**config.mk**
```make
export PLATFORM = sky130hd
export DESIGN_NAME = fsp_sequencer
export DESIGN_NICKNAME = d
export VERILOG_FILES = /design/src/include/fsp_pkg.sv /design/src/rtl/fsp_sequencer.sv
export SDC_FILE = /design/constraint.sdc
export NUM_CORES = 2
export LEC_CHECK = 0
export BUFFER_PORTS_ARGS = -buffer_cell sky130_fd_sc_hd__buf_4
export CORE_ASPECT_RATIO = 0.75
export CORE_MARGIN = 2
export CORE_UTILIZATION = 25
export CTS_BUF_LIST = sky130_fd_sc_hd__clkbuf_16
export DETAILED_ROUTE_END_ITERATION = 8
export PLACE_DENSITY = 0.46
export SYNTH_ARGS = -nofsm -noshare
export SYNTH_HDL_FRONTEND = slang
export SYNTH_SLANG_ARGS = --single-unit
```
**constraint.sdc**
```tcl
create_clock -name clk_in -period 4.9 [get_ports clk_in]
set_clock_uncertainty 0.15 [all_clocks]
set_input_delay 0.735 -clock clk_in [delete_from_list [all_inputs] [get_ports clk_in]]
set_output_delay 0.735 -clock clk_in [all_outputs]
set_load 0.03 [all_outputs]
```
**src/include/fsp_pkg.sv**
```systemverilog
// shared constants and carrier types for the flash self-program sequencer
package fsp_pkg;

  // register map (byte offsets on the 8-bit register port)
  localparam logic [7:0] FSP_CTRL_OFS     = 8'h00;
  localparam logic [7:0] FSP_LOCK_OFS     = 8'h01;

  // spm_ctrl_status field positions
  localparam int         FSP_IE_BIT       = 7;
  localparam int         FSP_RWWB_BIT     = 6;
  localparam int         FSP_RWWRE_BIT    = 4;
  localparam int         FSP_LSET_BIT     = 3;
  localparam int         FSP_PWRT_BIT     = 2;
  localparam int         FSP_PERS_BIT     = 1;
  localparam int         FSP_SEN_BIT      = 0;

  // command patterns in the low five bits
  localparam logic [4:0] FSP_CMD_LOAD     = 5'h01;
  localparam logic [4:0] FSP_CMD_ERASE    = 5'h03;
  localparam logic [4:0] FSP_CMD_WRITE    = 5'h05;
  localparam logic [4:0] FSP_CMD_LOCK     = 5'h09;
  localparam logic [4:0] FSP_CMD_RWWRE    = 5'h11;

  // reset and erased values
  localparam logic [7:0]  FSP_CTRL_RESET  = 8'h00;
  localparam logic [7:0]  FSP_LOCK_RESET  = 8'hFF;
  localparam logic [15:0] FSP_ERASED_WORD = 16'hFFFF;
  localparam logic [7:0]  FSP_NO_DATA     = 8'hFF;
  localparam logic [5:0]  FSP_BOOT_LOCK_MASK = 6'h3C;

  // windows after a command write, in clock cycles
  localparam logic [2:0] FSP_STORE_WINDOW = 3'h4;
  localparam logic [2:0] FSP_LOAD_WINDOW  = 3'h3;

  // pointer values selecting the byte returned in a read window
  localparam logic [15:0] FSP_Z_FUSE_LOW  = 16'h0000;
  localparam logic [15:0] FSP_Z_LOCK      = 16'h0001;
  localparam logic [15:0] FSP_Z_FUSE_EXT  = 16'h0002;
  localparam logic [15:0] FSP_Z_FUSE_HIGH = 16'h0003;

  // cell programming time; least time, so the cycle count rounds up
  localparam int FSP_CLK_PERIOD_NS = 10;
  localparam int FSP_PROG_TIME_US  = 3700;
  localparam int FSP_PROG_CYCLES   =
    (FSP_PROG_TIME_US * 1000 + FSP_CLK_PERIOD_NS - 1) / FSP_CLK_PERIOD_NS;

  typedef enum logic [1:0] {FSP_IDLE, FSP_ARMED, FSP_BUSY} fsp_state_e;

  typedef struct packed {
    logic [7:0] addr;
    logic [7:0] wdata;
    logic       wr;
    logic       rd;
  } fsp_reg_req_s;

  typedef struct packed {
    logic        store;
    logic        load;
    logic [15:0] z;
    logic [7:0]  high_data_register;
    logic [7:0]  low_data_register;
  } fsp_cpu_req_s;

  typedef struct packed {
    logic [7:0] low;
    logic [7:0] high;
    logic [7:0] ext;
  } fsp_fuse_s;

endpackage : fsp_pkg

```
**src/rtl/fsp_sequencer.sv**
```systemverilog
// flash self-program sequencer: command register, page buffer, timed operations
//
// Summary of operation
// - erase pattern plus store erases pointer page
// - erase page comes only from page_field
// - erase: other area readable, halt if own area
// - load pattern plus store puts word in buffer
// - buffer cleared after write, read-enable, reset
// - eeprom write during filling discards buffer
// - write pattern plus store programs buffer page
// - write: other area readable, halt if own
// - ready interrupt high while store_enable clear
// - erase/write blocks read_while_write_area, sets rww_busy
// - lock-set pattern plus store programs lock
// - lock bits 5..2 programmed where data zero
// - lock programming leaves flash fully readable
// - eeprom write blocks commands and fuse reads
// - lock-set plus load in three reads lock
// - windows expire: three for load, four store
// - pointer selects low, high, extended fuse
// - programmed bits read zero, unprogrammed one
// - undefined command patterns are ignored
// - store_enable stays set through erase/write
//
// Design decisions made here: the strobed register port and the register offsets.
`timescale 1ns/1ns

module fsp_sequencer
  import fsp_pkg::*;
#(
  parameter int PAGE_WORD_BITS  = 6,
  parameter int HALT_FIRST_PAGE = 480,
  parameter int PROG_CYCLES     = FSP_PROG_CYCLES
) (
  // clock and reset
  input  logic                      clk_in,
  input  logic                      rst_in,
  // register port
  input  fsp_reg_req_s              reg_req_in,
  output logic [7:0]                reg_rdata_out,
  // cpu store / load-program requests
  input  fsp_cpu_req_s              cpu_req_in,
  output logic [7:0]                lpm_data_out,
  output logic                      lpm_hit_out,
  output logic                      halt_out,
  output logic                      irq_out,
  // eeprom and fuses
  input  logic                      eeprom_write_busy_in,
  input  fsp_fuse_s                 fuse_in,
  // flash array side
  input  logic [PAGE_WORD_BITS-1:0] flash_buf_addr_in,
  output logic [15:0]               flash_buf_data_out,
  output logic                      flash_erase_out,
  output logic                      flash_write_out,
  output logic [14-PAGE_WORD_BITS:0] flash_page_out,
  output logic                      rww_busy_out,
  output logic [7:0]                lock_bits_out
);

  localparam int PAGE_WORDS = 1 << PAGE_WORD_BITS;
  localparam int PAGE_BITS  = 15 - PAGE_WORD_BITS;

  typedef struct packed {
    fsp_state_e                          st;
    logic                                ie;
    logic                                rww_busy;
    logic                                rww_re;
    logic                                lock_set;
    logic                                pg_wrt;
    logic                                pg_ers;
    logic                                spm_en;
    logic [2:0]                          win;
    logic [31:0]                         cnt;
    logic [PAGE_BITS-1:0]                page;
    logic                                filling;
    logic                                halt;
    logic                                irq;
    logic                                erase_p;
    logic                                write_p;
    logic                                lpm_hit;
    logic [7:0]                          lock;
    logic [7:0]                          rdata;
    logic [7:0]                          lpm_data;
    logic [15:0]                         bufd;
    logic [PAGE_WORDS-1:0][15:0]         pbuf;
  } fsp_state_s;

  fsp_state_s s_r;
  fsp_state_s s_nxt;

  logic [4:0]           cmd_w;
  logic [4:0]           wr_cmd_w;
  logic                 ctrl_wr_w;
  logic [PAGE_BITS-1:0] z_page_w;
  logic [PAGE_WORD_BITS-1:0] z_word_w;

  assign cmd_w     = {s_r.rww_re, s_r.lock_set, s_r.pg_wrt, s_r.pg_ers, s_r.spm_en};
  assign wr_cmd_w  = reg_req_in.wdata[4:0];
  assign ctrl_wr_w = reg_req_in.wr && (reg_req_in.addr == FSP_CTRL_OFS);
  assign z_page_w  = cpu_req_in.z[15:PAGE_WORD_BITS+1];
  assign z_word_w  = cpu_req_in.z[PAGE_WORD_BITS:1];

  function automatic logic cmd_valid(input logic [4:0] c);
    cmd_valid = (c == FSP_CMD_LOAD) || (c == FSP_CMD_ERASE) || (c == FSP_CMD_WRITE) ||
                (c == FSP_CMD_LOCK) || (c == FSP_CMD_RWWRE);
  endfunction : cmd_valid

  // fuse and lock bytes pass through as stored: 0 = programmed, 1 = not
  function automatic logic [7:0] read_sel(input logic [15:0] z, input logic [7:0] lock,
                                          input fsp_fuse_s f);
    case (z)
      FSP_Z_LOCK:      read_sel = lock;
      FSP_Z_FUSE_LOW:  read_sel = f.low;
      FSP_Z_FUSE_HIGH: read_sel = f.high;
      FSP_Z_FUSE_EXT:  read_sel = f.ext;
      default:         read_sel = FSP_NO_DATA;
    endcase
  endfunction : read_sel

  function automatic fsp_state_s end_cmd(input fsp_state_s x);
    fsp_state_s y;
    y          = x;
    y.rww_re   = 1'b0;
    y.lock_set = 1'b0;
    y.pg_wrt   = 1'b0;
    y.pg_ers   = 1'b0;
    y.spm_en   = 1'b0;
    y.win      = 3'h0;
    y.st       = FSP_IDLE;
    end_cmd    = y;
  endfunction : end_cmd

  function automatic fsp_state_s reset_state();
    fsp_state_s y;
    y          = '0;
    y.st       = FSP_IDLE;
    {y.ie, y.rww_busy, y.rww_re, y.lock_set, y.pg_wrt, y.pg_ers, y.spm_en} =
      {FSP_CTRL_RESET[7:6], FSP_CTRL_RESET[4:0]};
    y.lock     = FSP_LOCK_RESET;
    y.pbuf     = {PAGE_WORDS{FSP_ERASED_WORD}};
    reset_state = y;
  endfunction : reset_state

  always_comb begin
    s_nxt         = s_r;
    s_nxt.erase_p = 1'b0;
    s_nxt.write_p = 1'b0;
    s_nxt.lpm_hit = 1'b0;
    s_nxt.rdata   = 8'h00;
    s_nxt.bufd    = s_r.pbuf[flash_buf_addr_in];

    if (reg_req_in.rd) begin
      case (reg_req_in.addr)
        FSP_CTRL_OFS: s_nxt.rdata = {s_r.ie, s_r.rww_busy, 1'b0, cmd_w};
        FSP_LOCK_OFS: s_nxt.rdata = s_r.lock;
        default:      s_nxt.rdata = 8'h00;
      endcase
    end

    // an eeprom write mid-fill loses the partial page
    if (eeprom_write_busy_in && s_r.filling) begin
      s_nxt.pbuf    = {PAGE_WORDS{FSP_ERASED_WORD}};
      s_nxt.filling = 1'b0;
    end

    // the enable bit is always writable; command bits only from idle
    if (ctrl_wr_w) begin
      s_nxt.ie = reg_req_in.wdata[FSP_IE_BIT];
    end

    case (s_r.st)
      FSP_IDLE: begin
        if (ctrl_wr_w && !eeprom_write_busy_in && cmd_valid(wr_cmd_w)) begin
          s_nxt.rww_re   = reg_req_in.wdata[FSP_RWWRE_BIT];
          s_nxt.lock_set = reg_req_in.wdata[FSP_LSET_BIT];
          s_nxt.pg_wrt   = reg_req_in.wdata[FSP_PWRT_BIT];
          s_nxt.pg_ers   = reg_req_in.wdata[FSP_PERS_BIT];
          s_nxt.spm_en   = reg_req_in.wdata[FSP_SEN_BIT];
          s_nxt.win      = FSP_STORE_WINDOW;
          s_nxt.st       = FSP_ARMED;
          if (wr_cmd_w == FSP_CMD_RWWRE) begin
            s_nxt.pbuf    = {PAGE_WORDS{FSP_ERASED_WORD}};
            s_nxt.filling = 1'b0;
          end
        end
      end
      FSP_ARMED: begin
        if (cpu_req_in.store) begin
          s_nxt = end_cmd(s_nxt);
          if (!eeprom_write_busy_in) begin
            case (cmd_w)
              FSP_CMD_LOAD: begin
                s_nxt.pbuf[z_word_w] = {cpu_req_in.high_data_register,
                                        cpu_req_in.low_data_register};
                s_nxt.filling        = 1'b1;
                s_nxt.rww_busy       = 1'b0;
              end
              FSP_CMD_ERASE, FSP_CMD_WRITE: begin
                s_nxt.st       = FSP_BUSY;
                s_nxt.spm_en   = 1'b1;
                s_nxt.pg_ers   = s_r.pg_ers;
                s_nxt.pg_wrt   = s_r.pg_wrt;
                s_nxt.page     = z_page_w;
                s_nxt.erase_p  = s_r.pg_ers;
                s_nxt.write_p  = s_r.pg_wrt;
                s_nxt.rww_busy = 1'b1;
                s_nxt.halt     = (z_page_w >= PAGE_BITS'(HALT_FIRST_PAGE));
                s_nxt.cnt      = 32'(PROG_CYCLES);
              end
              FSP_CMD_LOCK: begin
                // only boot lock bits change, and only toward programmed
                s_nxt.lock[5:2] = s_r.lock[5:2] & cpu_req_in.low_data_register[5:2];
                s_nxt.st        = FSP_BUSY;
                s_nxt.spm_en    = 1'b1;
                s_nxt.lock_set  = 1'b1;
                s_nxt.halt      = 1'b0;
                s_nxt.cnt       = 32'(PROG_CYCLES);
              end
              FSP_CMD_RWWRE: begin
                s_nxt.rww_busy = 1'b0;
              end
              default: begin
                s_nxt.rww_busy = s_r.rww_busy;
              end
            endcase
          end
        end else if (cpu_req_in.load && s_r.lock_set && !s_r.pg_wrt && !s_r.pg_ers &&
                     (s_r.win > (FSP_STORE_WINDOW - FSP_LOAD_WINDOW))) begin
          s_nxt = end_cmd(s_nxt);
          if (!eeprom_write_busy_in) begin
            s_nxt.lpm_data = read_sel(cpu_req_in.z, s_r.lock, fuse_in);
            s_nxt.lpm_hit  = 1'b1;
          end
        end else if (s_r.win == 3'h1) begin
          s_nxt = end_cmd(s_nxt);
        end else begin
          s_nxt.win = s_r.win - 3'h1;
        end
      end
      FSP_BUSY: begin
        if (s_r.cnt <= 32'h1) begin
          s_nxt      = end_cmd(s_nxt);
          s_nxt.halt = 1'b0;
          if (s_r.pg_wrt) begin
            s_nxt.pbuf    = {PAGE_WORDS{FSP_ERASED_WORD}};
            s_nxt.filling = 1'b0;
          end
        end else begin
          s_nxt.cnt = s_r.cnt - 32'h1;
        end
      end
      default: begin
        s_nxt = end_cmd(s_nxt);
      end
    endcase

    s_nxt.irq = s_nxt.ie && !s_nxt.spm_en;
  end

  always_ff @(posedge clk_in) begin
    if (rst_in) begin
      s_r <= reset_state();
    end else begin
      s_r <= s_nxt;
    end
  end

  assign reg_rdata_out      = s_r.rdata;
  assign lpm_data_out       = s_r.lpm_data;
  assign lpm_hit_out        = s_r.lpm_hit;
  assign halt_out           = s_r.halt;
  assign irq_out            = s_r.irq;
  assign flash_buf_data_out = s_r.bufd;
  assign flash_erase_out    = s_r.erase_p;
  assign flash_write_out    = s_r.write_p;
  assign flash_page_out     = s_r.page;
  assign rww_busy_out       = s_r.rww_busy;
  assign lock_bits_out      = s_r.lock;

  // checks

  property p_erase_start;
    @(posedge clk_in) disable iff (rst_in)
    (s_r.st == FSP_ARMED && cmd_w == FSP_CMD_ERASE && cpu_req_in.store &&
     !eeprom_write_busy_in)
    |=> (flash_erase_out && !flash_write_out && s_r.st == FSP_BUSY &&
         flash_page_out == $past(cpu_req_in.z[15:PAGE_WORD_BITS+1]));
  endproperty
  a_erase_start: assert property (p_erase_start)
    else $error("erase did not start on the pointer page");

  property p_write_start;
    @(posedge clk_in) disable iff (rst_in)
    (s_r.st == FSP_ARMED && cmd_w == FSP_CMD_WRITE && cpu_req_in.store &&
     !eeprom_write_busy_in)
    |=> (flash_write_out && rww_busy_out) ##1 !flash_write_out;
  endproperty
  a_write_start: assert property (p_write_start)
    else $error("page write strobe missing or not one cycle");

  property p_busy_blocks;
    @(posedge clk_in) disable iff (rst_in)
    (s_r.st == FSP_BUSY && (s_r.pg_wrt || s_r.pg_ers)) |-> (rww_busy_out && s_r.spm_en);
  endproperty
  a_busy_blocks: assert property (p_busy_blocks)
    else $error("read_while_write_area or store_enable released during erase/write");

  property p_halt_area;
    @(posedge clk_in) disable iff (rst_in)
    (s_r.st == FSP_BUSY && (s_r.pg_wrt || s_r.pg_ers))
    |-> (halt_out == (flash_page_out >= PAGE_BITS'(HALT_FIRST_PAGE)));
  endproperty
  a_halt_area: assert property (p_halt_area)
    else $error("halt does not follow the page area");

  property p_lock_no_halt;
    @(posedge clk_in) disable iff (rst_in)
    (s_r.st == FSP_BUSY && s_r.lock_set) |-> !halt_out;
  endproperty
  a_lock_no_halt: assert property (p_lock_no_halt)
    else $error("cpu halted during lock programming");

  property p_lock_prog;
    @(posedge clk_in) disable iff (rst_in)
    (s_r.st == FSP_ARMED && cmd_w == FSP_CMD_LOCK && cpu_req_in.store &&
     !eeprom_write_busy_in)
    |=> (lock_bits_out == ($past(lock_bits_out) &
         ($past(cpu_req_in.low_data_register) | ~{2'h0, FSP_BOOT_LOCK_MASK})));
  endproperty
  a_lock_prog: assert property (p_lock_prog)
    else $error("lock bits not programmed from data bits 5..2");

  property p_ee_blocks;
    @(posedge clk_in) disable iff (rst_in)
    (s_r.st == FSP_IDLE && ctrl_wr_w && eeprom_write_busy_in) |=> !s_r.spm_en;
  endproperty
  a_ee_blocks: assert property (p_ee_blocks)
    else $error("command accepted during eeprom write");

  property p_bad_cmd;
    @(posedge clk_in) disable iff (rst_in)
    (s_r.st == FSP_IDLE && ctrl_wr_w && !cmd_valid(wr_cmd_w)) |=> (cmd_w == 5'h00);
  endproperty
  a_bad_cmd: assert property (p_bad_cmd)
    else $error("undefined command pattern changed command bits");

  property p_win_expire;
    @(posedge clk_in) disable iff (rst_in)
    (s_r.st == FSP_ARMED && s_r.win == FSP_STORE_WINDOW &&
     !cpu_req_in.store && !cpu_req_in.load)
    ##1 (!cpu_req_in.store && !cpu_req_in.load)[*3]
    |=> (!s_r.spm_en && !s_r.lock_set && s_r.st == FSP_IDLE);
  endproperty
  a_win_expire: assert property (p_win_expire)
    else $error("command window did not close after four cycles");

  property p_lock_read;
    @(posedge clk_in) disable iff (rst_in)
    (s_r.st == FSP_ARMED && cmd_w == FSP_CMD_LOCK && cpu_req_in.load &&
     !cpu_req_in.store && s_r.win > 3'h1 && !eeprom_write_busy_in &&
     cpu_req_in.z == FSP_Z_LOCK)
    |=> (lpm_hit_out && lpm_data_out == lock_bits_out && !s_r.spm_en);
  endproperty
  a_lock_read: assert property (p_lock_read)
    else $error("lock byte not returned in read window");

  property p_irq;
    @(posedge clk_in) disable iff (rst_in)
    irq_out == (s_r.ie && s_r.st == FSP_IDLE);
  endproperty
  a_irq: assert property (p_irq)
    else $error("ready interrupt does not follow store_enable");

endmodule : fsp_sequencer

```
== Word level (Yosys, flattened, before mapping) ==
Cells that the tools add are included.

* Register bits: 1119
* Bits in latches: 0
* Bits in writable memories: 0
* Memory bits (read-only): 0
* Bits of input ports: 85
* Logic and storage cells: 212
* Memories: 0

* Add/sub/neg operators: 2
* $mul: 0
* Div/mod/pow operators: 0
* Order comparisons: 6
* Eq/ne operators: 26
* Shift operators: 0
* Multiplexer cells: 54
* Bitwise logic cells: 4
* Reductions and logical operators: 35

{| class="wikitable"
|+ Operator list
! operator !! count
|-
| $mux W1024 || 6
|-
| $pmux W1024 S3 || 1
|-
| $mux W1123 || 2
|-
| $mux W1070 || 1
|-
| $bwmux W1024 || 1
|-
| $bmux W16 S6 || 1
|-
| $demux W16 S6 || 1
|-
| $pmux W45 S2 || 1
|-
| $pmux W41 S2 || 1
|-
| $mux W32 || 2
|-
| $mux W43 || 1
|-
| $eq A16 B2 Y1 const B || 2
|-
| $le A32 B1 Y1 const B || 1
|-
| $mux W16 || 2
|-
| $pmux W8 S4 || 1
|-
| $sub A32 B1 Y32 const B || 1
|-
| $reduce_and A5 Y1 || 6
|-
| $mux W8 || 3
|-
| $pmux W8 S3 || 1
|-
| $mux W9 || 2
|-
| $eq A16 B1 Y1 const B || 1
|-
| $logic_not A16 Y1 || 1
|-
| $pmux W8 S2 || 1
|-
| $lt A6 B7 Y1 const B || 2
|-
| other kinds (38) || 85
|}

== Depth between registers and ports, before layout ==
* Word-level depth: 11
* Gate-level depth with buffers: 11

== Worst setup path before layout ==
OpenSTA, ideal clock, no wires.

* Kind: input port to flip-flop
* Start point: input flash_buf_addr_in[0]
* End point: register s_r (netlist bit flash_buf_data_out[4])
* Library setup time: 130 ps
* Arrival time: 2973 ps
* Data required time: 4620 ps
* Slack: 1646 ps
* Cell stages on the path: 7
* Cell sequence: buf_2 -> buf_1 -> buf_1 -> mux4_2 -> o22a_1 -> o211ai_1 -> o41ai_1

* Word-level cells in the longest chain between the ends: 5
* Elaborated cells on any way between the ends: 6
* Classes of those cells: 6 x mux

{| class="wikitable"
|+ RTL lines
! what !! RTL line !! text
|-
| start, declared || fsp_sequencer.sv:51 || <nowiki>input logic [PAGE_WORD_BITS-1:0] flash_buf_addr_in,</nowiki>
|-
| $bmux W16 S6 (*) || fsp_sequencer.sv:150 || <nowiki>s_nxt.bufd = s_r.pbuf[flash_buf_addr_in];</nowiki>
|-
| $mux W16 (not written as such) (*) || fsp_sequencer.sv:150 ||
|-
| $mux W1123 || fsp_sequencer.sv:227 || <nowiki>end else if (cpu_req_in.load && s_r.lock_set && !s_r.pg_wrt && !s_r.pg_ers &&</nowiki>
|-
| $mux W1123 || fsp_sequencer.sv:188 || <nowiki>if (cpu_req_in.store) begin</nowiki>
|-
| $pmux W45 S2 (*) || fsp_sequencer.sv:171 || <nowiki>case (s_r.st)</nowiki>
|-
| end signal, assigned || fsp_sequencer.sv:262 || <nowiki>s_r <= reset_state();</nowiki>
|-
| end signal, assigned || fsp_sequencer.sv:264 || <nowiki>s_r <= s_nxt;</nowiki>
|-
| end, declared || fsp_sequencer.sv:88 || <nowiki>fsp_state_s s_r;</nowiki>
|}

Mark *: on every way between the ends. The rest lies on a longest branch, timed or not. The select of a mux whose other input is x is not followed.
A chain may end at the register's enable or synchronous reset.

== Final worst setup path ==
* Start point: register s_r (netlist bit cmd_w[0])
* End point: register s_r[729] (netlist name)

* Word-level cells in the longest chain between the ends: 5

{| class="wikitable"
|+ RTL lines
! what !! RTL line !! text
|-
| $eq A5 B1 Y1 || fsp_sequencer.sv:191 || <nowiki>case (cmd_w)</nowiki>
|-
| $mux W1024 || fsp_sequencer.sv:191 ||
|-
| $mux W1024 || fsp_sequencer.sv:190 || <nowiki>if (!eeprom_write_busy_in) begin</nowiki>
|-
| $mux W1123 || fsp_sequencer.sv:188 ||
|-
| $pmux W1024 S3 || fsp_sequencer.sv:171 ||
|}

No other way between the ends. The select of a mux whose other input is x is not followed.

==> flow_results.xml <==
<?xml version="1.0" encoding="UTF-8"?>
<metrics>
  <group name="finish">
    <metric name="layout.filler_cells" unit="">26300</metric>
    <metric name="final_cell_area" unit="sq mm">0.0720</metric>
    <metric name="syn2layout_area_growth" unit="%">15.2</metric>
    <metric name="finish.net_count" unit="">7586</metric>
    <metric name="post_layout_nonfiller_instances" unit="">10900</metric>
    <metric name="final_core_utilization" unit="%">29.0</metric>
    <metric name="final_layout_size_suffix_gt1_share" unit="%">14.8</metric>
  </group>
  <group name="cts">
    <metric name="worst_skew_pair.late_latency" unit="ns">0.82</metric>
    <metric name="clock_path_buffers" unit="">3</metric>
    <metric name="post-cts-setup-buffer-count" unit="">0</metric>
    <metric name="post_cts_resized" unit="">0</metric>
    <metric name="clk_pin_slew_worst_paths" unit="ns">0.06</metric>
    <metric name="clkSinkCount" unit="">1119</metric>
    <metric name="htree_num_levels" unit="">3</metric>
    <metric name="cts_hold_repair.buffers" unit="">0</metric>
    <metric name="cts_tree" unit="">built</metric>
    <metric name="cts_inserted_buffers" unit="">121</metric>
    <metric name="clk_root_buffer_cell" unit="">clkbuf_16</metric>
  </group>
  <group name="synthesis">
    <metric name="synth_common_cells" unit="">nor2_1 (1183), dfxtp_1 (1119), o21ai_0 (998)</metric>
    <metric name="syn-cell-area" unit="sq mm">0.0625</metric>
    <metric name="postSynthCellCount" unit="">7707</metric>
    <metric name="async_flop_share" unit="%">0</metric>
    <metric name="synth.yosys.seq_area_share" unit="%">35.9</metric>
    <metric name="post_synthesis_register_bit_count" unit="">1119</metric>
    <metric name="synth_enable_flop_cells" unit="">0</metric>
    <metric name="synth-warning-count" unit="">0</metric>
    <metric name="synthMostInstantiatedCell" unit="">nor2_1</metric>
    <metric name="ys_types" unit="">88</metric>
    <metric name="synthTopCellsByArea" unit="">dfxtp_1 (36%), mux4_2 (9.2%), o21ai_0 (8.0%)</metric>
    <metric name="synth_area_per_cell" unit="sq um">8.11</metric>
    <metric name="netlist.top_cell.by_area" unit="">dfxtp_1</metric>
    <metric name="synthDominantCellAreaShare" unit="%">35.9</metric>
    <metric name="synth_flop_cell" unit="">dfxtp_1</metric>
  </group>
  <group name="worst_setup_path">
    <metric name="end_kind" unit="">flop</metric>
    <metric name="cp-start-kind" unit="">flop</metric>
    <metric name="critPathRequiredTime" unit="ns">5.43</metric>
    <metric name="critical_path_arrival" unit="ns">4.74</metric>
    <metric name="timing.setup.critical_path_class" unit="">reg2reg</metric>
    <metric name="crit_fanout" unit="">16</metric>
  </group>
  <group name="sta">
    <metric name="report.final.setup_viol" unit="">0</metric>
    <metric name="min_period_over_period" unit="%">86.0</metric>
    <metric name="finalSetupTns" unit="ns">0</metric>
    <metric name="timing.final.crit_period" unit="ns">4.21</metric>
    <metric name="timing.final.hold_violations" unit="">0</metric>
    <metric name="worst-slew-pin-transition" unit="ns">1.59</metric>
    <metric name="max_slew_margin" unit="%">-5.94</metric>
    <metric name="hold_slack" unit="ns">0.0212</metric>
    <metric name="timing.fmax" unit="MHz">237</metric>
    <metric name="drv_slew" unit="">26</metric>
    <metric name="unrepaired_setup_endpoints_after_global_routing" unit="">false</metric>
    <metric name="setup_slack" unit="ns">0.688</metric>
  </group>
  <group name="global_routing">
    <metric name="grt_util_met3" unit="%">13.7</metric>
    <metric name="global_route.overflow_total" unit="">0</metric>
    <metric name="grt_pass1_vias" unit="">61500</metric>
    <metric name="grt_util_met2" unit="%">39.5</metric>
    <metric name="global_route.usage.met1" unit="%">41.8</metric>
    <metric name="first_pass_grt_wire_length" unit="um">542000</metric>
    <metric name="grt_max_degree" unit="">210</metric>
    <metric name="grt_busiest_layer" unit="">met1</metric>
    <metric name="grt_antenna_before_repair" unit="">66</metric>
    <metric name="grt_usage" unit="%">30.3</metric>
  </group>
  <group name="placed_design">
    <metric name="pre_cts_ws" unit="ns">0.853</metric>
    <metric name="place_inst" unit="">10600</metric>
    <metric name="place_area" unit="sq mm">0.0682</metric>
    <metric name="place.gp.congestion" unit="">1.05</metric>
    <metric name="numPortBuffers" unit="">133</metric>
    <metric name="final_hpwl_dp" unit="um">271000</metric>
  </group>
  <group name="worst_hold_path">
    <metric name="worst_min_path_class" unit="">in2reg</metric>
  </group>
  <group name="outcome">
    <metric name="violations_in_the_final_reports" unit="">max-capacitance violations, max-slew violations</metric>
    <metric name="status" unit="">finished, violations left</metric>
  </group>
  <group name="floorplanning">
    <metric name="start_util" unit="%">25.2</metric>
    <metric name="die-height" unit="um">437</metric>
    <metric name="rows" unit="">158</metric>
    <metric name="ioPinCount" unit="">140</metric>
    <metric name="die_width" unit="um">581</metric>
    <metric name="floorplan_core_area" unit="sq mm">0.248</metric>
    <metric name="dieArea" unit="sq mm">0.254</metric>
  </group>
  <group name="detailed_routing">
    <metric name="vias_per_cell" unit="">6.42</metric>
    <metric name="num_vias" unit="">70000</metric>
    <metric name="drt-total-wl" unit="um">404000</metric>
    <metric name="post_route_antenna_net_violation_count" unit="">0</metric>
    <metric name="route.detailed.wl_per_inst" unit="um">37.0</metric>
    <metric name="dr.first_iter.drc_count" unit="">11500</metric>
    <metric name="drtPass1Iterations" unit="">7</metric>
    <metric name="drc" unit="">0</metric>
  </group>
  <group name="power">
    <metric name="design_power_total" unit="mW">20.4</metric>
    <metric name="vdd_drop_max" unit="mV">0.295</metric>
    <metric name="power_density" unit="mW/mm^2">283</metric>
    <metric name="power_leakage" unit="nW">23.2</metric>
  </group>
  <group name="run">
    <metric name="max_cap_viol_count" unit="">1</metric>
  </group>
</metrics>
sequential cells by signal (all words and copies together) (netlist names), 4 cells and up:
| name | cells |
|---|---|
| reg_rdata_out | 8 |
| flash_buf_data_out | 16 |
| lpm_data_out | 8 |
| s_r | 1063 |
| flash_page_out | 9 |
| cmd_w | 5 |
| lock_bits_out | 4 |
logic make-up (layout without fill, tap and decap cells):
family | after synthesis | in the layout | synth area share [%]
XOR/XNOR | 21 | 21 | 0.294
AND/OR/NAND/NOR | 2180 | 2180 | 15.1
buffers and inverters | 948 | 826 | 6.10
AO/OA/AOI/OAI | 3135 | 3135 | 32.6
adder cells (fa/ha/maj) | 9 | 9 | 0.180
other | 1 | 29 | 0.00600
multiplexers | 294 | 294 | 9.82
flip-flops | 1119 | 1119 | 35.9
where the power goes:
| part | internal (mW) | switching [mW] | total (mW) |
|---|---|---|---|
| clock | 4.86 | 4.41 | 9.27 |
| sequential | 9.23 | 0.106 | 9.34 |
| combinational | 0.521 | 1.28 | 1.80 |
metal layers:
| metal | vias to the layer above | part of all wire (%) |
|---|---|---|
| met4 | 66 | 5.2 |
| li1 | 28400 | - |
| met5 | - | 0.13 |
| met2 | 5355 | 38 |
| met1 | 35200 | 42 |
| met3 | 939 | 15 |
area by class of cell:
cell class	instances	area, sq um	area share, %
multi-input combinational	5643	36600	50.9
sequential	1119	22400	31.1
antenna	25	62.6	0.0869
clock inverter	97	661	0.918
inverter	23	93.8	0.130
tap	3280	4100	5.70
clock buffer	122	3050	4.24
timing repair buffer	584	5000	6.95
critical path: stages (launching register included):
cell	delay, ns
dfxtp_1	0.54
or3b_2	0.79
nor3_1	0.89
nand2_1	0.51
a21o_1	0.65
a221oi_1	0.44
nor2_1	0.07
cells in the final DEF, fill, tap and decap left out, drive strengths merged, types with 29 or more instances in the layout:
cell / n
o22a: 31
o21ai: 1014
inv: 51
a31oi: 91
mux4: 255
a211oi: 144
o22ai: 182
mux2i: 38
nor4: 29
clkbuf: 122
a21oi: 429
a21o: 45
nand2: 422
o211ai: 417
o21a: 150
nand3: 174
nor2: 1183
buf: 584
dfxtp: 1119
clkinv: 56
nor3: 94
nand2b: 113
a22oi: 48
a2bb2oi: 145
o221ai: 167
a32oi: 96
worst paths after layout:
path / to / slack [ns] / startpoint / cells after the start
setup reg to reg: s_r[729] / 0.69 / cmd_w[0] / 6
hold reg to reg: s_r[117] / 0.30 / s_r[117] / 1
setup / recovery: s_r[729] / 0.69 / cmd_w[0] / 6
hold / removal: flash_page_out[3] / 0.02 / cpu_req_in[26] / 3
(Power assumes the default switching activity.)
